### src/hw/dfrb_map.svh
// Constants of the octal-bus flash read path: bit positions, codes, counts.
// Assumes inclusion by bare name from the package and the design files.
`ifndef DFRB_MAP_SVH
`define DFRB_MAP_SVH
`define DFRB_CA_RW_BIT 47
`define DFRB_CA_BURST_BIT 45
`define DFRB_CA_ROW_HI 37
`define DFRB_CA_ROW_LO 16
`define DFRB_CA_COL_HI 2
`define DFRB_CA_COL_LO 0
`define DFRB_ADDR_W 25
`define DFRB_LAT_LO_CLKS 5'h05
`define DFRB_LAT_MAX_CODE 4'hB
`define DFRB_LAT_HI 7
`define DFRB_LAT_LO 4
`define DFRB_NONVOLATILE_CONFIG_REG_DEFAULT 8'hB0
`define DFRB_PAGE_MASK 25'h000000F
`define DFRB_PAGE_WORDS 5'h10
`define DFRB_WRAP_16B 2'h0
`define DFRB_WRAP_32B 2'h1
`define DFRB_WRAP_64B 2'h2
`define DFRB_WRAP_MASK16 25'h0000007
`define DFRB_WRAP_MASK32 25'h000000F
`define DFRB_WRAP_MASK64 25'h000001F
`define DFRB_ADDR_LAST 25'h1FFFFFF
`define DFRB_ADDR_ZERO 25'h0000000
`define DFRB_ONE_WORD 25'h0000001
`define DFRB_ZERO5 5'h00
`define DFRB_ONE5 5'h01
`define DFRB_CA_WORDS 2'h3
`endif

### src/hw/dfrb_pkg.sv
// Types shared by the flash read path: states and bus carriers.
// Assumes dfrb_map.svh is on the include path.
`include "dfrb_map.svh"
package dfrb_pkg;
    typedef enum logic [2:0] {
        DFRB_IDLE,
        DFRB_CMD,
        DFRB_LAT,
        DFRB_DATA,
        DFRB_GAP,
        DFRB_DONE
    } dfrb_state_e;

    typedef struct packed {
        logic cs_b;
        logic clk;
        logic clock_complement;
        logic [7:0] dq;
    } dfrb_bus_in_s;

    typedef struct packed {
        logic [7:0] dq;
        logic dq_oe;
        logic read_data_strobe;
        logic strobe_oe;
    } dfrb_bus_out_s;

    typedef struct packed {
        logic [`DFRB_ADDR_W-1:0] addr;
        logic rd;
    } dfrb_mem_req_s;
endpackage : dfrb_pkg

### src/hw/dfrb_read.sv
// Read-transaction path of a DDR octal-bus flash: command capture,
// latency count, strobe-aligned data, wrapped/linear/hybrid addressing.
// Assumes bus clock far slower than clk_i; array data arrives same cycle.
//
// Function
// - Word zero gives read and burst type
// - Array access starts after half-page address
// - Third word gives start word position
// - After latency, toggle strobe with new data
// - Keep delivering while clock toggles, select low
// - Wrapped burst steps modulo burst length
// - Linear burst crosses page boundaries
// - Linear burst rolls over at array end
// - Hybrid: one wrapped burst then linear
// - Wrapped reads from array, ID tables, secure region; this path reads the array only
// - Select high at clock low stops driving
// - Short wrapped bursts insert no wait
// - Long wrapped burst may wait at crossing
// - Codes 0..11 give 5..16 clocks
// - Latency code from config bits 7:4
// - Nonvolatile config defaults to 16 clocks
// - Linear wait equals latency minus words delivered
// - Top bit one means read
// - Burst bit zero wrapped, one linear
// - Upper byte rising, lower byte falling
// - Low three bits pick start word
`timescale 1ns/1ps
`include "dfrb_map.svh"
module dfrb_read
    import dfrb_pkg::*;
(
    input wire logic clk_i,
    input wire logic rst_b_i,
    input wire logic cs_b_i,
    input wire logic bus_clk_i,
    input wire logic clock_complement_i,
    input wire logic [7:0] dq_i,
    output logic [7:0] dq_o,
    output logic dq_oe_o,
    output logic read_data_strobe_o,
    output logic read_data_strobe_oe_o,
    input wire logic [7:0] active_config_reg_i,
    input wire logic active_is_volatile_i,
    input wire logic [7:0] volatile_config_reg_i,
    input wire logic nv_load_i,
    input wire logic [7:0] nv_load_value_i,
    output logic [7:0] nonvolatile_config_reg_o,
    input wire logic hybrid_en_i,
    input wire logic [1:0] wrap_len_i,
    output logic [`DFRB_ADDR_W-1:0] mem_addr_o,
    output logic mem_rd_o,
    input wire logic [15:0] mem_data_i,
    output logic busy_o
);
    typedef struct packed {
        dfrb_state_e state;
        logic clk_d;
        logic [1:0] ca_cnt;
        logic half;
        logic [47:0] ca;
        logic burst_linear;
        logic hybrid_wrap;
        logic [4:0] lat_cnt;
        logic [4:0] lat_clks;
        logic [4:0] words;
        logic [4:0] gap_cnt;
        logic first_cross;
        logic [`DFRB_ADDR_W-1:0] addr;
        logic [`DFRB_ADDR_W-1:0] wrap_base;
        logic [15:0] word;
        logic [7:0] dq;
        logic dq_oe;
        logic strobe;
        logic strobe_oe;
        logic mem_rd;
        logic [7:0] nonvolatile_config_reg;
    } dfrb_st_s;

    dfrb_st_s st_r;
    dfrb_st_s st_nxt;
    dfrb_bus_in_s pins;
    dfrb_bus_in_s sp;

    assign pins = '{cs_b: cs_b_i, clk: bus_clk_i,
                    clock_complement: clock_complement_i, dq: dq_i};

    dfrb_sync u_sync (
        .clk_i(clk_i),
        .rst_b_i(rst_b_i),
        .pins_i(pins),
        .sync_o(sp)
    );

    function automatic logic [4:0] lat_decode(input logic [3:0] code);
        // Reserved codes fall back to the longest latency, the safe side
        if (code > `DFRB_LAT_MAX_CODE) begin
            lat_decode = `DFRB_LAT_LO_CLKS + 5'(`DFRB_LAT_MAX_CODE);
        end else begin
            lat_decode = `DFRB_LAT_LO_CLKS + 5'(code);
        end
    endfunction : lat_decode

    function automatic logic [`DFRB_ADDR_W-1:0] wrap_mask(
        input logic [1:0] len);
        case (len)
            `DFRB_WRAP_16B: wrap_mask = `DFRB_WRAP_MASK16;
            `DFRB_WRAP_32B: wrap_mask = `DFRB_WRAP_MASK32;
            default: wrap_mask = `DFRB_WRAP_MASK64;
        endcase
    endfunction : wrap_mask

    // Half-page from the first two words, word position from the last byte
    function automatic logic [`DFRB_ADDR_W-1:0] start_addr(
        input logic [47:0] ca_in,
        input logic [7:0] last_byte);
        start_addr = {ca_in[`DFRB_CA_ROW_HI-8:`DFRB_CA_ROW_LO-8],
                      last_byte[`DFRB_CA_COL_HI:`DFRB_CA_COL_LO]};
    endfunction : start_addr

    // Linear step; the top word rolls over so the whole array streams
    function automatic logic [`DFRB_ADDR_W-1:0] lin_step(
        input logic [`DFRB_ADDR_W-1:0] a);
        if (a == `DFRB_ADDR_LAST) begin
            lin_step = `DFRB_ADDR_ZERO;
        end else begin
            lin_step = a + `DFRB_ONE_WORD;
        end
    endfunction : lin_step

    // Wait owed at the first crossing: latency less the words already sent
    // Done_words excludes the word now leaving, hence the extra one
    function automatic logic [4:0] cross_wait(
        input logic [4:0] lat,
        input logic [4:0] done_words);
        if (lat > done_words + `DFRB_ONE5) begin
            cross_wait = lat - done_words - `DFRB_ONE5;
        end else begin
            cross_wait = `DFRB_ZERO5;
        end
    endfunction : cross_wait

    // One full wrap has gone out once every slot of the block was sent,
    // counted from the start word, not from the block base
    function automatic logic hybrid_done(
        input logic [4:0] sent,
        input logic [`DFRB_ADDR_W-1:0] mask);
        hybrid_done = sent == mask[4:0];
    endfunction : hybrid_done

    logic edge_any;
    logic rise;
    logic [3:0] lat_code;
    logic [7:0] cfg_sel;
    logic [`DFRB_ADDR_W-1:0] msk;
    logic [`DFRB_ADDR_W-1:0] lin_next;
    logic [`DFRB_ADDR_W-1:0] wrap_next;
    logic page_end;
    logic [4:0] wait_clks;

    always_comb begin
        edge_any = sp.clk != st_r.clk_d;
        rise = sp.clk && !st_r.clk_d;
        cfg_sel = active_is_volatile_i ? volatile_config_reg_i
                                       : st_r.nonvolatile_config_reg;
        lat_code = cfg_sel[`DFRB_LAT_HI:`DFRB_LAT_LO];
        msk = wrap_mask(wrap_len_i);
        lin_next = lin_step(st_r.addr);
        wrap_next = st_r.wrap_base
                  | ((st_r.addr + `DFRB_ONE_WORD) & msk);
        page_end = (st_r.addr & `DFRB_PAGE_MASK) == `DFRB_PAGE_MASK;
        wait_clks = cross_wait(st_r.lat_clks, st_r.words);
    end

    always_comb begin
        st_nxt = st_r;
        st_nxt.clk_d = sp.clk;
        st_nxt.mem_rd = 1'b0;
        if (nv_load_i) begin
            st_nxt.nonvolatile_config_reg = nv_load_value_i;
        end
        case (st_r.state)
            DFRB_IDLE: begin
                st_nxt.dq_oe = 1'b0;
                st_nxt.strobe_oe = 1'b0;
                st_nxt.strobe = 1'b0;
                st_nxt.ca_cnt = 2'h0;
                st_nxt.half = 1'b0;
                // Start only from clock low with select asserted
                if (!sp.cs_b && !sp.clk && sp.clock_complement) begin
                    st_nxt.state = DFRB_CMD;
                end
            end
            DFRB_CMD: begin
                if (edge_any) begin
                    st_nxt.ca = {st_r.ca[39:0], sp.dq};
                    st_nxt.half = !st_r.half;
                    if (st_r.half) begin
                        st_nxt.ca_cnt = st_r.ca_cnt + 2'h1;
                        if (st_r.ca_cnt == `DFRB_CA_WORDS - 2'h1) begin
                            st_nxt.lat_clks = lat_decode(lat_code);
                            st_nxt.lat_cnt = `DFRB_ONE5;
                            st_nxt.words = `DFRB_ZERO5;
                            st_nxt.first_cross = 1'b1;
                            // Reserved address bits are ignored, not checked
                            st_nxt.addr = start_addr(st_r.ca, sp.dq);
                            st_nxt.wrap_base =
                                start_addr(st_r.ca, sp.dq) & ~msk;
                            st_nxt.burst_linear =
                                st_r.ca[`DFRB_CA_BURST_BIT-8];
                            st_nxt.hybrid_wrap = hybrid_en_i;
                            // Reads only; writes are handled elsewhere
                            if (st_r.ca[`DFRB_CA_RW_BIT-8]) begin
                                st_nxt.state = DFRB_LAT;
                            end else begin
                                st_nxt.state = DFRB_DONE;
                            end
                        end else if (st_r.ca_cnt == 2'h1) begin
                            st_nxt.mem_rd = 1'b1;
                        end
                    end
                end
            end
            DFRB_LAT: begin
                st_nxt.strobe_oe = 1'b1;
                if (rise) begin
                    if (st_r.lat_cnt >= st_r.lat_clks) begin
                        st_nxt.state = DFRB_DATA;
                        st_nxt.word = mem_data_i;
                        st_nxt.dq = mem_data_i[15:8];
                        st_nxt.dq_oe = 1'b1;
                        st_nxt.strobe = 1'b1;
                    end else begin
                        st_nxt.lat_cnt = st_r.lat_cnt + `DFRB_ONE5;
                    end
                end
            end
            DFRB_DATA: begin
                if (edge_any && !sp.clk) begin
                    st_nxt.dq = st_r.word[7:0];
                    st_nxt.strobe = 1'b0;
                    st_nxt.words = st_r.words + `DFRB_ONE5;
                    st_nxt.mem_rd = 1'b1;
                    if (st_r.burst_linear || !st_r.hybrid_wrap) begin
                        if (st_r.burst_linear) begin
                            st_nxt.addr = lin_next;
                        end else begin
                            st_nxt.addr = wrap_next;
                        end
                    end else if (hybrid_done(st_r.words, msk)) begin
                        // Wrapped block done once; go on linearly
                        st_nxt.burst_linear = 1'b1;
                        st_nxt.hybrid_wrap = 1'b0;
                        st_nxt.addr = lin_step(st_r.wrap_base | msk);
                    end else begin
                        st_nxt.addr = wrap_next;
                    end
                    // Only linear and 64-byte wraps can cross a page
                    if (page_end && st_r.first_cross
                        && (st_r.burst_linear
                            || wrap_len_i == `DFRB_WRAP_64B)) begin
                        st_nxt.first_cross = 1'b0;
                        if (wait_clks != `DFRB_ZERO5) begin
                            st_nxt.gap_cnt = wait_clks;
                            st_nxt.state = DFRB_GAP;
                        end
                    end
                end else if (rise) begin
                    st_nxt.word = mem_data_i;
                    st_nxt.dq = mem_data_i[15:8];
                    st_nxt.strobe = 1'b1;
                end
            end
            DFRB_GAP: begin
                // Strobe frozen low so the host captures nothing
                st_nxt.strobe = 1'b0;
                // Every owed clock passes in full; data resumes on the
                // rise after the last one
                if (rise) begin
                    if (st_r.gap_cnt == `DFRB_ZERO5) begin
                        st_nxt.state = DFRB_DATA;
                        st_nxt.word = mem_data_i;
                        st_nxt.dq = mem_data_i[15:8];
                        st_nxt.strobe = 1'b1;
                    end else begin
                        st_nxt.gap_cnt = st_r.gap_cnt - `DFRB_ONE5;
                    end
                end
            end
            DFRB_DONE: begin
                st_nxt.dq_oe = 1'b0;
                st_nxt.strobe_oe = 1'b0;
            end
            default: begin
                st_nxt.state = DFRB_IDLE;
            end
        endcase
        // Select release ends any transaction and frees the bus
        // The clock level is not checked here: a host that breaks the
        // low-clock rule still gets a released bus, the safe outcome
        if (sp.cs_b && st_r.state != DFRB_IDLE) begin
            st_nxt.state = DFRB_IDLE;
            st_nxt.dq_oe = 1'b0;
            st_nxt.strobe_oe = 1'b0;
            st_nxt.strobe = 1'b0;
        end
    end

    always_ff @(posedge clk_i or negedge rst_b_i) begin
        if (!rst_b_i) begin
            st_r <= '0;
            st_r.state <= DFRB_IDLE;
            st_r.nonvolatile_config_reg <= `DFRB_NONVOLATILE_CONFIG_REG_DEFAULT;
        end else begin
            st_r <= st_nxt;
        end
    end

    assign dq_o = st_r.dq;
    assign dq_oe_o = st_r.dq_oe;
    assign read_data_strobe_o = st_r.strobe;
    assign read_data_strobe_oe_o = st_r.strobe_oe;
    assign nonvolatile_config_reg_o = st_r.nonvolatile_config_reg;
    assign mem_addr_o = st_r.addr;
    assign mem_rd_o = st_r.mem_rd;
    assign busy_o = st_r.state != DFRB_IDLE;
endmodule : dfrb_read

### src/hw/dfrb_sync.sv
// Two-flop synchroniser bank for the pin inputs of the flash read path.
// Assumes pins are asynchronous to clk_i.
`timescale 1ns/1ps
module dfrb_sync
    import dfrb_pkg::*;
(
    input wire logic clk_i,
    input wire logic rst_b_i,
    input wire dfrb_bus_in_s pins_i,
    output dfrb_bus_in_s sync_o
);
    typedef struct packed {
        dfrb_bus_in_s meta;
        dfrb_bus_in_s sync;
    } dfrb_sync_s;

    dfrb_sync_s st_r;
    dfrb_sync_s st_nxt;

    always_comb begin
        st_nxt.meta = pins_i;
        st_nxt.sync = st_r.meta;
    end

    always_ff @(posedge clk_i or negedge rst_b_i) begin
        if (!rst_b_i) begin
            st_r <= '{meta: '{cs_b: 1'b1, clk: 1'b0,
                              clock_complement: 1'b1, dq: 8'h00},
                      sync: '{cs_b: 1'b1, clk: 1'b0,
                              clock_complement: 1'b1, dq: 8'h00}};
        end else begin
            st_r <= st_nxt;
        end
    end

    assign sync_o = st_r.sync;
endmodule : dfrb_sync

### config.mk
export PLATFORM = sky130hd
export DESIGN_NAME = dfrb_read
export DESIGN_NICKNAME = d
export VERILOG_FILES = /design/src/hw/dfrb_pkg.sv /design/src/hw/dfrb_read.sv /design/src/hw/dfrb_sync.sv
export VERILOG_INCLUDE_DIRS = /design/src /design/src/hw
export SDC_FILE = /design/constraint.sdc
export NUM_CORES = 1
export LEC_CHECK = 0
export BUFFER_PORTS_ARGS = -buffer_cell sky130_fd_sc_hd__buf_4
export CELL_PAD_IN_SITES_DETAIL_PLACEMENT = 1
export CELL_PAD_IN_SITES_GLOBAL_PLACEMENT = 2
export CORE_ASPECT_RATIO = 1.25
export CORE_MARGIN = 2
export CORE_UTILIZATION = 40
export CTS_CLUSTER_SIZE = 8
export DETAILED_ROUTE_END_ITERATION = 16
export GPL_TIMING_DRIVEN = 0
export PLACE_DENSITY = 0.91
export RECOVER_POWER = 25
export SYNTH_ARGS = -nofsm -noshare
export SYNTH_HDL_FRONTEND = slang
export SYNTH_SLANG_ARGS = --single-unit
### constraint.sdc
create_clock -name clk_i -period 5.7 [get_ports clk_i]
set_input_delay 1.14 -clock clk_i [delete_from_list [all_inputs] [get_ports clk_i]]
set_output_delay 1.14 -clock clk_i [all_outputs]
set_load 0.01 [all_outputs]
==> key figures <==
Floorplanning
  • Die ar.: approximately 24000 µm²
  • # IOs: between 100 and 150
  • Die H: between 150 and 200 µm
  • Row count: a little over 60
  • Initial Utilization: between 40% and 50%
  • Core area: ~22000 µm²
  • Die span in x: around 140 µm

Routing
  • Initial DRC count: 320
  • First-pass DRT Iterations: 5
  • Via count: roughly 7.4k
  • Final antenna-violating net count: 0
  • Detailed Route WL: about 27 mm
  • Routed WL per cell: roughly 20 µm
  • Vias per cell: 5.644
  • DRC viols: 0

STA
  • Max Clock Freq: between 0.3 and 0.4 GHz
  • Fin Setup TNS: 0 ps
  • Fin crit share: roughly 56%
  • Min Tclk post-route: 3171 ps
  • RSZ-0062 raised after global routing: false
  • Setup Skew: 7.719 ps
  • Final Hold Fails: 0
  • Final Hold Slack: 350.8 ps
  • Max-slew violations: 49
  • Slew headroom: -82.16%
  • Final setup viols: 0
  • Slew @ Worst Pin: 2732 ps

Yosys
  • Yosys cell types: 73
  • Largest family of logic cells by synthesized area: simple AND/OR/NAND/NOR gates
  • Ys async rst share: 100.0%
  • Mux share of post-synthesis cell area: approximately 7.8%
  • Post-synth EDFFs: 0
  • Post-synthesis adder-cell area fraction: 3.734%
  • Synth Area in XOR/XNOR: roughly 3.8%
  • Synth Area per Inst: just under 10 µm²
  • Yosys warning total: 0
  • Seq/Total Area, Yosys: a little under half
  • Post-synthesis register bit count: 160
  • Syn Inst Count: approximately 910
  • Post-Synthesis Cell Area: 8914 µm²
  • Synth Flop Type: dfrtp_1
  • Compound-Gate Fraction of Synth Area: 14.37%
  • Syn Nets: 997
  • Synth Area in Simple Gates: 18.44%

Critical path
  • CP max stage delay: 440 ps
  • Critical path required time: 6030 ps
  • Crit path max fanout: 6
  • Critical Path AT: approximately 3500 ps
  • CP Launch Type: flop
  • CP bufs+invs: 0
  • Top delay family on crit path: compound AO/OA/AOI/OAI gates
  • Crit-path cells: ha_1, nand3_1, xor2_1, ha_1, and3_1, o21ai_0, a32oi_1, a32oi_1, or2_2, a211o_1
  • Slowest-stage cell, CP: dfrtp_1
  • Crit. End Element: flop
  • Critical setup path kind: flop to flop

Run status
  • Outcome: finished, violations left
  • Failing checks: capacitance limit, slew limit

CTS
  • CTS Root Cell: clkbuf_16
  • Clock buffer depth: 2
  • H-tree level count: 4
  • CTS resizes: 0
  • Hold buffers post-CTS: 0
  • Setup bufs post-CTS: 0
  • Clk slew on worst S/H paths: 70 ps
  • CTS tree: yes
  • Worst skew pair latency: between 400 and 500 ps
  • CTS sink count: 160
  • Total CTS buffers: 17

Power and ir drop
  • Max IR drop VDD: about 0.23 mV
  • Power Total: ~3.1 mW
  • Lkg Pwr: between 4 and 5 nW
  • Power per cell area: slightly below 300 nW/µm²

Placement
  • Placed cells: about 1.3k
  • GP Congestion: ~0.91
  • IO buf count: 90
  • Post-DP HPWL: 19.92 mm

Cells and area
  • Share of cells above drive strength 1: roughly a quarter
  • Core Util, Final: 47.82%
  • Area Growth Syn to Fin: 18.35%
  • ANT cells: 0
  • Fin nets: around 1.1k
  • Final Non-Filler Cells: 1319

Global route
  • Largest net degree at the start of global routing: roughly 110
  • Initial antenna violation count: 0
  • Vias in the first global route: around 7.6k
  • GRT Util Overall: a little under a quarter
  • GRT overflow: 0
  • First-pass GRT wire length: between 40 and 50 mm

Job
  • Max-cap violations: 1

Worst hold path
  • Worst hold path class: flop to flop
-- cell usage after synthesis (all sizes together), types with 6 or more instances --
cell / instances / area share (%)
and2: 6 / 0.42
nor2: 51 / 2.1
ha: 25 / 3.5
dfrtp: 153 / 43
nor2b: 8 / 0.56
dfstp: 7 / 2.1
nor3: 17 / 1.0
nand2: 125 / 5.3
o221ai: 6 / 0.66
or3: 8 / 0.62
a21o: 11 / 0.94
o21a: 8 / 0.67
inv: 28 / 1.2
mux2: 59 / 7.5
o22ai: 8 / 0.56
nor4: 12 / 1.2
a221oi: 9 / 0.88
nand2b: 10 / 0.70
clkbuf: 35 / 1.5
buf: 51 / 4.1
nand4: 15 / 1.1
nand3: 27 / 1.5
and4: 11 / 1.1
a21oi: 39 / 2.2
xor2: 13 / 1.3
and3: 11 / 0.77
xnor2: 26 / 2.6
o21ai: 46 / 2.6
-- power by group --
group / internal, mW / switching (mW) / total (mW)
Combinational: 0.280 / 0.206 / 0.486
Clock: 0.593 / 0.541 / 1.13
Sequential: 1.31 / 0.188 / 1.50
Total: 2.18 / 0.935 / 3.12
-- cell families after synthesis --
kind of cell	after synthesis
simple gates	324
compound gates	187
buf+inv	115
fa+ha+maj	26
flops	160
mux	62
xor+xnor	39
-- layer usage --
| layer | share of wire (%) | track usage, % | routed length [µm] | vias to the layer above |
|---|---|---|---|---|
| li1 | - | - | - | 3458 |
| met1 | 41 | 28.09 | 10980 | 3742 |
| met2 | 52 | 42.27 | 14080 | 181 |
| met3 | 2.8 | 3.348 | 749 | 63 |
| met4 | 4.2 | 11.21 | 1142 | 0 |
| met5 | 0 | 0 | 0 | - |
-- area by class of cell --
cell class	instances	area, µm²
multi-input cells	638	4294
clock buffers	18	439.2
well taps	283	354.1
repair buffers	91	699.4
inverters	29	108.9
clock inverters	14	142.6
fillers	2515	11510
flip-flops and latches	160	4013
plain buffers	86	498.0
-- cells in the final DEF, fill, tap and decap left out, types with 5 or more instances in the layout --
| cell type | n |
|---|---|
| dfstp_2 | 7 |
| nor2_1 | 51 |
| a211oi_1 | 5 |
| nor3_1 | 16 |
| nand2b_1 | 10 |
| a21o_1 | 10 |
| a21oi_1 | 39 |
| and4_1 | 11 |
| ha_1 | 25 |
| o31ai_1 | 5 |
| o21ai_0 | 46 |
| xor2_1 | 13 |
| nor4_1 | 10 |
| o221ai_1 | 5 |
| buf_4 | 120 |
| or3_1 | 7 |
| and3_1 | 11 |
| dfrtp_1 | 153 |
| o21a_1 | 8 |
| xnor2_1 | 26 |
| nand2_1 | 125 |
| and2_1 | 6 |
| a221oi_1 | 9 |
| clkbuf_4 | 11 |
| nand3_1 | 27 |
| mux2_2 | 59 |
| o22ai_1 | 8 |
| clkbuf_1 | 36 |
| buf_2 | 8 |
| clkbuf_16 | 17 |
| inv_1 | 28 |
| nand4_1 | 15 |
| nor2b_1 | 8 |
-- registers in the layout, summed over array words and instances (netlist names) --
| name | count |
|---|---|
| mem_rd_o | 1 |
| dq_o | 8 |
| st_r | 93 |
| dq_oe_o | 1 |
| nonvolatile_config_reg_o | 8 |
| read_data_strobe_o | 1 |
| read_data_strobe_oe_o | 1 |
| u_sync.sync_o | 11 |
| mem_addr_o | 25 |
| u_sync.st_nxt | 11 |
-- worst paths after layout --
path                                             from                         end  slack [ps]  cells past startpoint
max in group asynchronous                     rst_b_i        st_r[21]$_DFFE_PN0P_        2590                      1
hold reg to reg            u_sync.st_nxt[7]$_DFF_PN0_  u_sync.sync_o[7]$_DFF_PN0_         350                      0
setup / recovery                 st_r[93]$_DFFE_PN0P_        st_r[87]$_DFFE_PN0P_        2530                     10
hold / removal             u_sync.st_nxt[7]$_DFF_PN0_  u_sync.sync_o[7]$_DFF_PN0_         350                      0
setup reg to reg                 st_r[93]$_DFFE_PN0P_        st_r[87]$_DFFE_PN0P_        2530                     10
min in group asynchronous                     rst_b_i  u_sync.st_nxt[1]$_DFF_PN0_        1560                      1
-- worst register-to-register path, cell delays in order, from the launching register on --
cell and delay (ps):
dfrtp_1 440, ha_1 330, nand3_1 160, xor2_1 190
ha_1 300, and3_1 180, o21ai_0 120, a32oi_1 320
a32oi_1 310, or2_2 410, a211o_1 300
-- per-stage QoR --
| step | setup WS, ps | area (µm²) |
|---|---|---|
| detailed placement | 2370 | 9978 |
| floorplan | 2822 | 8914 |
| CTS | 2532 | 10560 |
| global route | 2126 | 10550 |
| global placement | 2363 | 9943 |
| finish | 2529 | 10550 |
Note: power is estimated with default switching activity, not from simulation.
